$ cat src/inc/serial_unit_pkg.sv
package serial_unit_pkg;

	// ==========================================================
	// Bus geometry
	localparam int ADDR_W = 8;
	localparam int DATA_W = 16;
	localparam int FIFO_DEPTH = 32;

	// ==========================================================
	// Register byte offsets
	localparam logic [7:0] OFF_MODE = 8'h00;
	localparam logic [7:0] OFF_CLK = 8'h04;
	localparam logic [7:0] OFF_RX_WORD = 8'h08;
	localparam logic [7:0] OFF_RX_LOW = 8'h0c;
	localparam logic [7:0] OFF_PEEK_WORD = 8'h10;
	localparam logic [7:0] OFF_PEEK_LOW = 8'h14;
	localparam logic [7:0] OFF_TX_WORD = 8'h18;
	localparam logic [7:0] OFF_TX_LOW = 8'h1c;
	localparam logic [7:0] OFF_FIRST_WORD = 8'h20;
	localparam logic [7:0] OFF_FIRST_LOW = 8'h24;
	localparam logic [7:0] OFF_SHIFT_WORD = 8'h28;
	localparam logic [7:0] OFF_SHIFT_LOW = 8'h2c;

	// ==========================================================
	// Field positions
	localparam int BIT_ENABLE = 0;
	localparam int BIT_LENGTH = 1;
	localparam int BIT_AUTO = 2;
	localparam int BIT_DELAY = 3;
	localparam int BIT_ACTIVE = 7;
	localparam int BIT_CKS_LO = 0;

	// ==========================================================
	// Reset values and encodings
	localparam logic [2:0] CKS_RST = 3'h0;
	localparam logic [2:0] CKS_SLAVE = 3'h7;

	// ==========================================================
	// Timing
	localparam int CLK_NS = 40;
	// Four pclk per half period gives the sdi synchroniser time to settle
	localparam int HALF_MIN_CYCLES = 4;
	localparam int GAP_NS = 200;
	localparam int GAP_CYCLES = (GAP_NS + CLK_NS - 1) / CLK_NS;

	typedef enum logic [1:0] {
		IDLE,
		SHIFT,
		GAP
	} xfer_state_type;

endpackage

$ cat src/inc/stream_if.sv
`timescale 1ns/1ns
`default_nettype none

// ==========================================================
// Valid/ready word stream
interface stream_if #(
	parameter int W = 16
);
	logic valid;
	logic ready;
	logic [W-1:0] data;

	modport src (output valid, output data, input ready);
	modport snk (input valid, input data, output ready);
endinterface

`default_nettype wire

$ cat src/stream_fifo.sv
`timescale 1ns/1ns
`default_nettype none

// ==========================================================
// Word FIFO with a registered output stage
module stream_fifo #(
	parameter int W = 16,
	parameter int DEPTH = 32
) (
	input wire logic clk,
	input wire logic rst_n,
	stream_if.snk wr,
	stream_if.src rd
);
	localparam int PW = $clog2(DEPTH);
	localparam int CW = $clog2(DEPTH + 1);

	typedef struct packed {
		logic [DEPTH-1:0][W-1:0] mem;
		logic [PW-1:0] wp;
		logic [PW-1:0] rp;
		logic [CW-1:0] cnt;
		logic ov;
		logic [W-1:0] od;
	} fifo_state_type;

	fifo_state_type q;
	fifo_state_type n;
	logic push;
	logic pop;
	logic load;

	// Full only counts the array; the output stage is extra room
	assign wr.ready = (q.cnt != CW'(DEPTH));
	assign rd.valid = q.ov;
	assign rd.data = q.od;

	// ==========================================================
	// Next state
	always_comb begin
		n = q;
		push = wr.valid && (q.cnt != CW'(DEPTH));
		pop = q.ov && rd.ready;
		load = (!q.ov || pop) && (q.cnt != '0);
		if (push) begin
			n.mem[q.wp] = wr.data;
			n.wp = q.wp + PW'(1);
		end
		if (load) begin
			n.od = q.mem[q.rp];
			n.ov = 1'b1;
			n.rp = q.rp + PW'(1);
		end else if (pop) begin
			n.ov = 1'b0;
		end
		n.cnt = q.cnt + CW'(push) - CW'(load);
	end

	// ==========================================================
	// State register
	always_ff @(posedge clk or negedge rst_n) begin
		if (!rst_n) begin
			q <= '0;
		end else begin
			q <= n;
		end
	end
endmodule

`default_nettype wire

$ cat src/clocked_serial_buffer_access.sv
// Functional notes
// - Single mode: transmit buffer access only while idle; busy writes are dropped, but the code serves reads at any time.
// - First-transmit data used in matching view and only while idle; the code gates writes on idle but serves either view in either length.
// - Shift register read in matching view, only while idle; the code serves either view at any time, busy or not.
// - Clock select 111 means slave; any other value is master.
// - Delay between frames works only as master; refused in slave mode.
// - Reading a peek view never starts a receive.
// - Clock control accepts writes only while the unit is disabled.
`timescale 1ns/1ns
`default_nettype none

module clocked_serial_buffer_access
	import serial_unit_pkg::*;
#(
	parameter int FIFO_WORDS = serial_unit_pkg::FIFO_DEPTH
) (
	input wire logic pclk,
	input wire logic presetn,
	input wire logic psel,
	input wire logic penable,
	input wire logic pwrite,
	input wire logic [serial_unit_pkg::ADDR_W-1:0] paddr,
	input wire logic [31:0] pwdata,
	output logic [31:0] prdata,
	output logic pready,
	output logic pslverr,
	input wire logic sck_in,
	output logic sck_out,
	output logic sck_oe_n,
	input wire logic sdi,
	output logic sdo,
	output logic transfer_active_flag
);
	import serial_unit_pkg::*;

	// ==========================================================
	// State
	typedef struct packed {
		logic serial_unit_enable;
		logic data_length_select;
		logic auto_transfer_select;
		logic inter_transfer_delay_enable;
		logic [2:0] clock_source_select;
		logic [15:0] tx_first_data;
		logic [15:0] tx_data;
		logic tx_pend;
		logic [15:0] shreg;
		logic [4:0] bitcnt;
		logic [7:0] divcnt;
		xfer_state_type st;
		logic busy;
		logic sck_o;
		logic sck_oe_n;
		logic sdo;
		logic sck_s1;
		logic sck_s2;
		logic sck_prev;
		logic sdi_s1;
		logic sdi_s2;
		logic sdi_s3;
		logic push;
		logic [15:0] push_data;
		logic [31:0] prdata;
		logic pready;
		logic pslverr;
	} state_type;

	state_type q;
	state_type n;

	stream_if #(.W(DATA_W)) rx_in ();
	stream_if #(.W(DATA_W)) rx_out ();

	logic master;
	logic setup;
	logic wr;
	logic rx_pop;
	logic fall;
	logic rise;
	logic [7:0] half;
	logic [4:0] last_bit;
	logic [15:0] wdata;
	logic [15:0] shifted;

	// ==========================================================
	// Receive FIFO in the data path
	stream_fifo #(
		.W(DATA_W),
		.DEPTH(FIFO_WORDS)
	) rx_fifo (
		.clk(pclk),
		.rst_n(presetn),
		.wr(rx_in),
		.rd(rx_out)
	);

	assign rx_in.valid = q.push;
	assign rx_in.data = q.push_data;
	assign rx_out.ready = rx_pop;

	// Outputs straight from the state register
	assign prdata = q.prdata;
	assign pready = q.pready;
	assign pslverr = q.pslverr;
	assign sck_out = q.sck_o;
	assign sck_oe_n = q.sck_oe_n;
	assign sdo = q.sdo;
	assign transfer_active_flag = q.busy;

	// ==========================================================
	// Bus decode helpers
	assign master = (q.clock_source_select != CKS_SLAVE);
	assign setup = psel && !penable;
	assign wr = psel && penable && q.pready && pwrite;
	// Only the starting views drain the FIFO; peeks leave it alone
	assign rx_pop = psel && penable && q.pready && !pwrite &&
		((paddr == OFF_RX_WORD) || (paddr == OFF_RX_LOW));
	assign last_bit = q.data_length_select ? 5'd15 : 5'd7;
	assign half = 8'(HALF_MIN_CYCLES) << q.clock_source_select; // Wraps to 0 at 6, still 256
	// 8-bit mode zero-extends on either view so it never leaks stale upper bits
	assign wdata = q.data_length_select ? pwdata[15:0] : {8'h00, pwdata[7:0]};
	// Slave takes data one pclk before the seen rise; the far side may change it at the rise
	assign shifted = {q.shreg[14:0], master ? q.sdi_s2 : q.sdi_s3};

	// ==========================================================
	// Next state
	always_comb begin
		n = q;
		n.push = 1'b0;
		n.pready = 1'b0;
		n.pslverr = 1'b0;
		fall = 1'b0;
		rise = 1'b0;

		// Two-flop synchronisers on the link pins
		n.sck_s1 = sck_in;
		n.sck_s2 = q.sck_s1;
		n.sck_prev = q.sck_s2;
		n.sdi_s1 = sdi;
		n.sdi_s2 = q.sdi_s1;
		n.sdi_s3 = q.sdi_s2;

		// Read data captured in setup so the access phase needs no wait
		if (setup) begin
			n.pready = 1'b1;
			n.prdata = 32'h0000_0000;
			case (paddr)
				OFF_MODE: begin
					n.prdata[BIT_ENABLE] = q.serial_unit_enable;
					n.prdata[BIT_LENGTH] = q.data_length_select;
					n.prdata[BIT_AUTO] = q.auto_transfer_select;
					n.prdata[BIT_DELAY] = q.inter_transfer_delay_enable;
					n.prdata[BIT_ACTIVE] = q.busy;
				end
				OFF_CLK: begin
					n.prdata[BIT_CKS_LO +: 3] = q.clock_source_select;
				end
				OFF_RX_WORD, OFF_PEEK_WORD: begin
					n.prdata[15:0] = rx_out.valid ? rx_out.data : 16'h0000;
				end
				OFF_RX_LOW, OFF_PEEK_LOW: begin
					n.prdata[7:0] = rx_out.valid ? rx_out.data[7:0] : 8'h00;
				end
				OFF_TX_WORD: begin
					n.prdata[15:0] = q.tx_data;
				end
				OFF_TX_LOW: begin
					n.prdata[7:0] = q.tx_data[7:0];
				end
				OFF_FIRST_WORD: begin
					n.prdata[15:0] = q.tx_first_data;
				end
				OFF_FIRST_LOW: begin
					n.prdata[7:0] = q.tx_first_data[7:0];
				end
				OFF_SHIFT_WORD: begin
					n.prdata[15:0] = q.shreg;
				end
				OFF_SHIFT_LOW: begin
					n.prdata[7:0] = q.shreg[7:0];
				end
				default: begin
					n.pslverr = 1'b1;
				end
			endcase
		end

		// Register writes take effect at the access edge
		if (wr) begin
			case (paddr)
				OFF_MODE: begin
					// Mode is frozen while active so a frame keeps its length
					if (!q.busy) begin
						n.serial_unit_enable = pwdata[BIT_ENABLE];
						n.data_length_select = pwdata[BIT_LENGTH];
						n.auto_transfer_select = pwdata[BIT_AUTO];
						n.inter_transfer_delay_enable = pwdata[BIT_DELAY] && master;
					end
				end
				OFF_CLK: begin
					if (!q.serial_unit_enable) begin
						n.clock_source_select = pwdata[BIT_CKS_LO +: 3];
						if (pwdata[BIT_CKS_LO +: 3] == CKS_SLAVE) begin
							n.inter_transfer_delay_enable = 1'b0;
						end
					end
				end
				OFF_TX_WORD, OFF_TX_LOW: begin
					// Continuous mode queues one word behind the running frame
					if (!q.tx_pend && (q.auto_transfer_select || !q.busy)) begin
						n.tx_data = wdata;
						n.tx_pend = 1'b1;
					end
				end
				OFF_FIRST_WORD, OFF_FIRST_LOW: begin
					if (!q.busy) begin
						n.tx_first_data = wdata;
					end
				end
				default: begin
				end
			endcase
		end

		// Link clock edges: own divider as master, synced pin as slave
		if (master) begin
			if (q.st == SHIFT) begin
				if (q.divcnt == half - 8'd1) begin
					n.divcnt = 8'h00;
					n.sck_o = !q.sck_o;
					fall = q.sck_o;
					rise = !q.sck_o;
				end else begin
					n.divcnt = q.divcnt + 8'd1;
				end
			end
		end else begin
			fall = q.sck_prev && !q.sck_s2;
			rise = !q.sck_prev && q.sck_s2;
		end

		// Transfer engine
		case (q.st)
			IDLE: begin
				// A full FIFO stalls the next frame, but a word still being pushed is not counted, so a back-to-back frame can lose data
				if (q.tx_pend && q.serial_unit_enable && rx_in.ready) begin
					n.st = SHIFT;
					n.shreg = q.tx_data;
					n.tx_pend = 1'b0;
					n.busy = 1'b1;
					n.bitcnt = 5'd0;
					n.divcnt = 8'h00;
				end
			end
			SHIFT: begin
				if (fall) begin
					n.sdo = q.data_length_select ? q.shreg[15] : q.shreg[7];
				end
				if (rise) begin
					n.shreg = shifted;
					n.bitcnt = q.bitcnt + 5'd1;
					if (q.bitcnt == last_bit) begin
						n.busy = 1'b0;
						n.push = 1'b1;
						n.push_data = q.data_length_select ? shifted : {8'h00, shifted[7:0]};
						n.divcnt = 8'h00;
						if (master && q.inter_transfer_delay_enable) begin
							n.st = GAP;
						end else begin
							n.st = IDLE;
						end
					end
				end
			end
			GAP: begin
				// Gap keeps the line quiet; queued data waits it out
				if (q.divcnt == 8'(GAP_CYCLES - 1)) begin
					n.st = IDLE;
					n.divcnt = 8'h00;
				end else begin
					n.divcnt = q.divcnt + 8'd1;
				end
			end
			default: begin
				n.st = IDLE;
			end
		endcase

		// Disabling aborts any frame and parks the clock high
		if (!q.serial_unit_enable) begin
			n.st = IDLE;
			n.busy = 1'b0;
			n.tx_pend = 1'b0;
			n.sck_o = 1'b1;
			n.divcnt = 8'h00;
		end

		// Drive the clock pin only as an enabled master
		n.sck_oe_n = !(master && q.serial_unit_enable);
	end

	// ==========================================================
	// State register
	always_ff @(posedge pclk or negedge presetn) begin
		if (!presetn) begin
			q <= '0;
			q.clock_source_select <= CKS_RST;
			q.sck_o <= 1'b1;
			q.sck_oe_n <= 1'b1;
			// Pin idles high; a low start would fake a rising edge
			q.sck_s1 <= 1'b1;
			q.sck_s2 <= 1'b1;
			q.sck_prev <= 1'b1;
		end else begin
			q <= n;
		end
	end
endmodule

`default_nettype wire

$ cat config.mk
export PLATFORM = sky130hd
export DESIGN_NAME = clocked_serial_buffer_access
export DESIGN_NICKNAME = d
export VERILOG_FILES = /design/src/inc/serial_unit_pkg.sv /design/src/inc/stream_if.sv /design/src/stream_fifo.sv /design/src/clocked_serial_buffer_access.sv
export SDC_FILE = /design/constraint.sdc
export NUM_CORES = 1
export LEC_CHECK = 0
export ABC_AREA = 1
export BUFFER_PORTS_ARGS = -buffer_cell sky130_fd_sc_hd__buf_2
export CORE_ASPECT_RATIO = 1.25
export CORE_MARGIN = 2
export CORE_UTILIZATION = 56
export DETAILED_ROUTE_END_ITERATION = 16
export PLACE_DENSITY_LB_ADDON = 0.12
export SKIP_CTS_REPAIR_TIMING = 1
export SLEW_MARGIN = 30
export SYNTH_ARGS = -nofsm -noshare
export SYNTH_HDL_FRONTEND = slang
export SYNTH_SLANG_ARGS = --single-unit
$ cat constraint.sdc
create_clock -name pclk -period 7.2 [get_ports pclk]
set_clock_uncertainty 0.15 [all_clocks]
set_input_delay 0.36 -clock pclk [delete_from_list [all_inputs] [get_ports pclk]]
set_output_delay 0.36 -clock pclk [all_outputs]
set_load 0.1 [all_outputs]
==> results.sh <==
export IMPL_outcome="finished with violations"
export IMPL_failed_checks="hold timing"
export IMPL_finalHoldViolCount=1
export IMPL_seqCellArea_mm2=0.0166
export IMPL_final_util_pct=61.9
export IMPL_hold_class="in2reg"
export IMPL_yosys_area_share_xor_xnor_pct=0.499
export IMPL_synth_top_family_by_area="compound AO/OA/AOI/OAI gates"
export IMPL_yosys_top_cells_area="dfrtp_1 (55%), o21ai_0 (14%), nand2_1 (10%), nor2_1 (3.8%), clkbuf_1 (3.1%)"
export IMPL_fin_setup_tns_ns=0
export IMPL_ctsHtreeMaxLevel=3
export IMPL_rr_worst_depth=8
export IMPL_multi_input_area_mm2=0.0116
export IMPL_clk_path_buf_depth=3
export IMPL_start_util_pct=56.6
export IMPL_area_growth_pct=9.43
export IMPL_io_pins=85
export IMPL_finalMaxSlewViolations=0
export IMPL_min_path_cells=2
export IMPL_post_route_min_period_ns=3.68
export IMPL_worst_pin_slew_ns=0.999
export IMPL_synthTopCellsByCount="o21ai_0 (836), nand2_1 (821), dfrtp_1 (656)"
export IMPL_drc=0
export IMPL_vdd_ir_drop_worst_mv=0.304
export IMPL_drive_above_1_share_pct=7.90
export IMPL_yosysMostFrequentCell="o21ai_0"
export IMPL_ys_warn_count=0
export IMPL_num_nets_final=3461
export IMPL_ys_seq_elements=661
export IMPL_grt_use_total_pct=31.5
export IMPL_vias=24941
export IMPL_p_per_area_mw_per_mm2=290
export IMPL_wl_per_cell_um=20.8
export IMPL_fin_crit_sh_pct=51.1
export IMPL_cts_buffers=67
export IMPL_power_leakage_nw=14.4
export IMPL_syn_avg_cell_area_um2=8.51
export IMPL_worstSkewPairLatency_ns=0.61
export IMPL_grt_max_degree=136
export IMPL_port_buffers=52
export IMPL_core_mm2=0.0527
export IMPL_crit_required_ns=7.59
export IMPL_timing_setup_critical_path_class="reg2reg"
export IMPL_hpwlAfterDp_um=52700
export IMPL_die_area_mm2=0.0551
export IMPL_die_w_um=210
export IMPL_reg2reg_slack_ns=3.52
export IMPL_fillers=4537
export IMPL_worstSetupEndpointType="register"
export IMPL_grt_ovfl_total=0
export IMPL_synth_top_area_cell="dfrtp_1"
export IMPL_grt_pass1_vias=23733
export IMPL_worst_ep_arrival_time_ns=4.07
export IMPL_cp_start_kind="register"
export IMPL_async_flop_share_pct=100
export IMPL_synth_top_area_share_pct=55.0
export IMPL_clkTransAtPathRegs_ns=0.06
export IMPL_avgViaCountPerCell=6.06
export IMPL_rsz0062_at_grt="no"
export IMPL_drt_first_pass_iters=6
export IMPL_worstPathMaxFanout=108
export IMPL_globalplace_congestion=0.936
export IMPL_whs_ns=-0.0341
export IMPL_synth_edff_count=0
export IMPL_relSlewSlack_pct=32.9
export IMPL_yosys_mux_area_fraction_pct=0
export IMPL_yosysUniqueCellTypes=46
export IMPL_drt_total_wl_um=85500
export IMPL_rows=94
export IMPL_clock_sinks=661
export IMPL_yosys_most_used_dff="dfrtp_1"
export IMPL_diodes=0
export IMPL_drtIter0Drc=2821
export IMPL_synthesis_area_mm2=0.0298
export IMPL_drv_cap=0
export IMPL_yosysSeqAreaShare_pct=55.5
export IMPL_syn_inst=3504
export IMPL_grt_pass1_wl_um=135000
export IMPL_synthSimpleGateAreaFrac_pct=18.0
export IMPL_die_height_um=262
export IMPL_clock_fmax_mhz=272
export IMPL_setup_viol=0
export IMPL_synth_compound_area_share_pct=19.1
export IMPL_cts_tree="yes"
export IMPL_synthAdderAreaFrac_pct=0.822
export IMPL_ant_nets=0
export IMPL_cts_root_buf="clkbuf_16"
export IMPL_antenna_found_initial=1
-- layout by cell type, fill, tap and decap left out, types with 3 or more instances in the layout --
master,synthesis,routed
nor4_1,4,4
o221ai_1,63,63
nand2_1,821,809
a22o_1,3,3
nor2_2,1,5
dfstp_2,5,5
o21ai_0,836,836
ha_1,18,18
nor2_4,3,3
clkinv_2,0,7
clkinv_1,4,4
a221oi_1,5,5
buf_6,3,4
nand2_2,9,21
o31ai_1,5,5
o21ai_2,7,7
nor2_1,302,298
dfrtp_1,656,653
o211ai_1,11,11
nor3_1,9,9
o2111ai_1,8,8
clkbuf_1,244,13
xor2_1,16,16
buf_4,34,43
a21oi_1,16,16
bufinv_16,0,9
buf_2,15,51
inv_2,5,15
clkbuf_16,0,71
inv_1,118,106
nand3_1,115,115
clkbuf_8,0,16
conb_1,1,16
nand4_1,56,56
o22ai_1,81,81
dlygate4sd3_1,0,16
-- path summary, 6_finish.rpt --
path | start | end
hold / removal | penable | pready$_DFF_PN0_
max in group asynchronous | presetn | rx_fifo.q[25]$_DFFE_PN0P_
setup reg to reg | rx_fifo.q[23]$_DFFE_PN0P_ | rx_fifo.rd.data[11]$_DFFE_PN0P_
setup / recovery | rx_fifo.q[23]$_DFFE_PN0P_ | rx_fifo.rd.data[11]$_DFFE_PN0P_
min in group asynchronous | presetn | rx_fifo.q[163]$_DFFE_PN0P_
hold reg to reg | n[52]$_DFF_PN0_ | n[51]$_DFF_PN0_
-- worst max-delay path, stage by stage (launching register included) --
cell     delay [ns]
dfrtp_4        0.74
inv_6          0.66
buf_4          0.76
o21ai_0        0.18
o22ai_1        0.29
nand2_1        0.27
nand4_1        0.20
nand3_1        0.13
nand2_1        0.08
-- through the flow --
| step | hold WS [ns] | cells | power (mW) | cell area, um^2 | worst slack [ns] |
|---|---|---|---|---|---|
| floorplan | -0.0856 | 3519 | 5.11 | 29900 | 3.85 |
| global route | 0.00660 | 4114 | 9.81 | 32600 | 3.20 |
| CTS | -0.362 | 4098 | 9.46 | 32500 | 3.61 |
| detailed placement | 0.189 | 3982 | 5.74 | 30100 | 3.18 |
| global placement | 0.183 | 3982 | 5.71 | 30100 | 3.27 |
| finish | -0.0341 | 4114 | 9.45 | 32600 | 3.52 |
-- cell type report --
cell class	instances	area share (%)
Tap cell	672	2.58
Sequential cell	661	50.7
Multi-Input combinational cell	2421	35.4
Inverter	127	1.48
Clock buffer	100	6.27
Timing Repair Buffer	117	2.57
Clock inverter	16	0.947
-- logic make-up (layout without fill, tap and decap cells) --
family | count (synthesis) | after routing
simple gates | 1326 | 1326
compound gates | 1043 | 1043
other cells | 1 | 16
xor+xnor | 17 | 17
flops | 661 | 661
fa+ha+maj | 19 | 19
buf+inv | 437 | 360
-- flip-flops by register name, indices dropped and copies added, names as in the netlist --
signal                count
pslverr                   1
rx_in.data               16
rx_fifo.rd.data          16
prdata                   16
rx_in.valid               1
q                        73
rx_fifo.rd.valid          1
sdo                       1
rx_fifo.q               528
transfer_active_flag      1
n                         4
pready                    1
sck_out                   1
sck_oe_n                  1
-- layer usage --
metal | up-vias | track usage, % | share of wire (%)
li1 | 11525 | - | -
met1 | 12280 | 41.4 | 41
met2 | 966 | 51.4 | 47
met3 | 170 | 4.37 | 6.5
met4 | 0 | 16.9 | 5.3
met5 | - | 0 | 0
-- report_power, final --
group          switching, mW  internal (mW)
clock                   1.46           2.28
combinational           1.33          0.535
sequential            0.0851           3.76
total                   2.88           6.58
Note: power is estimated with default switching activity, not from simulation.
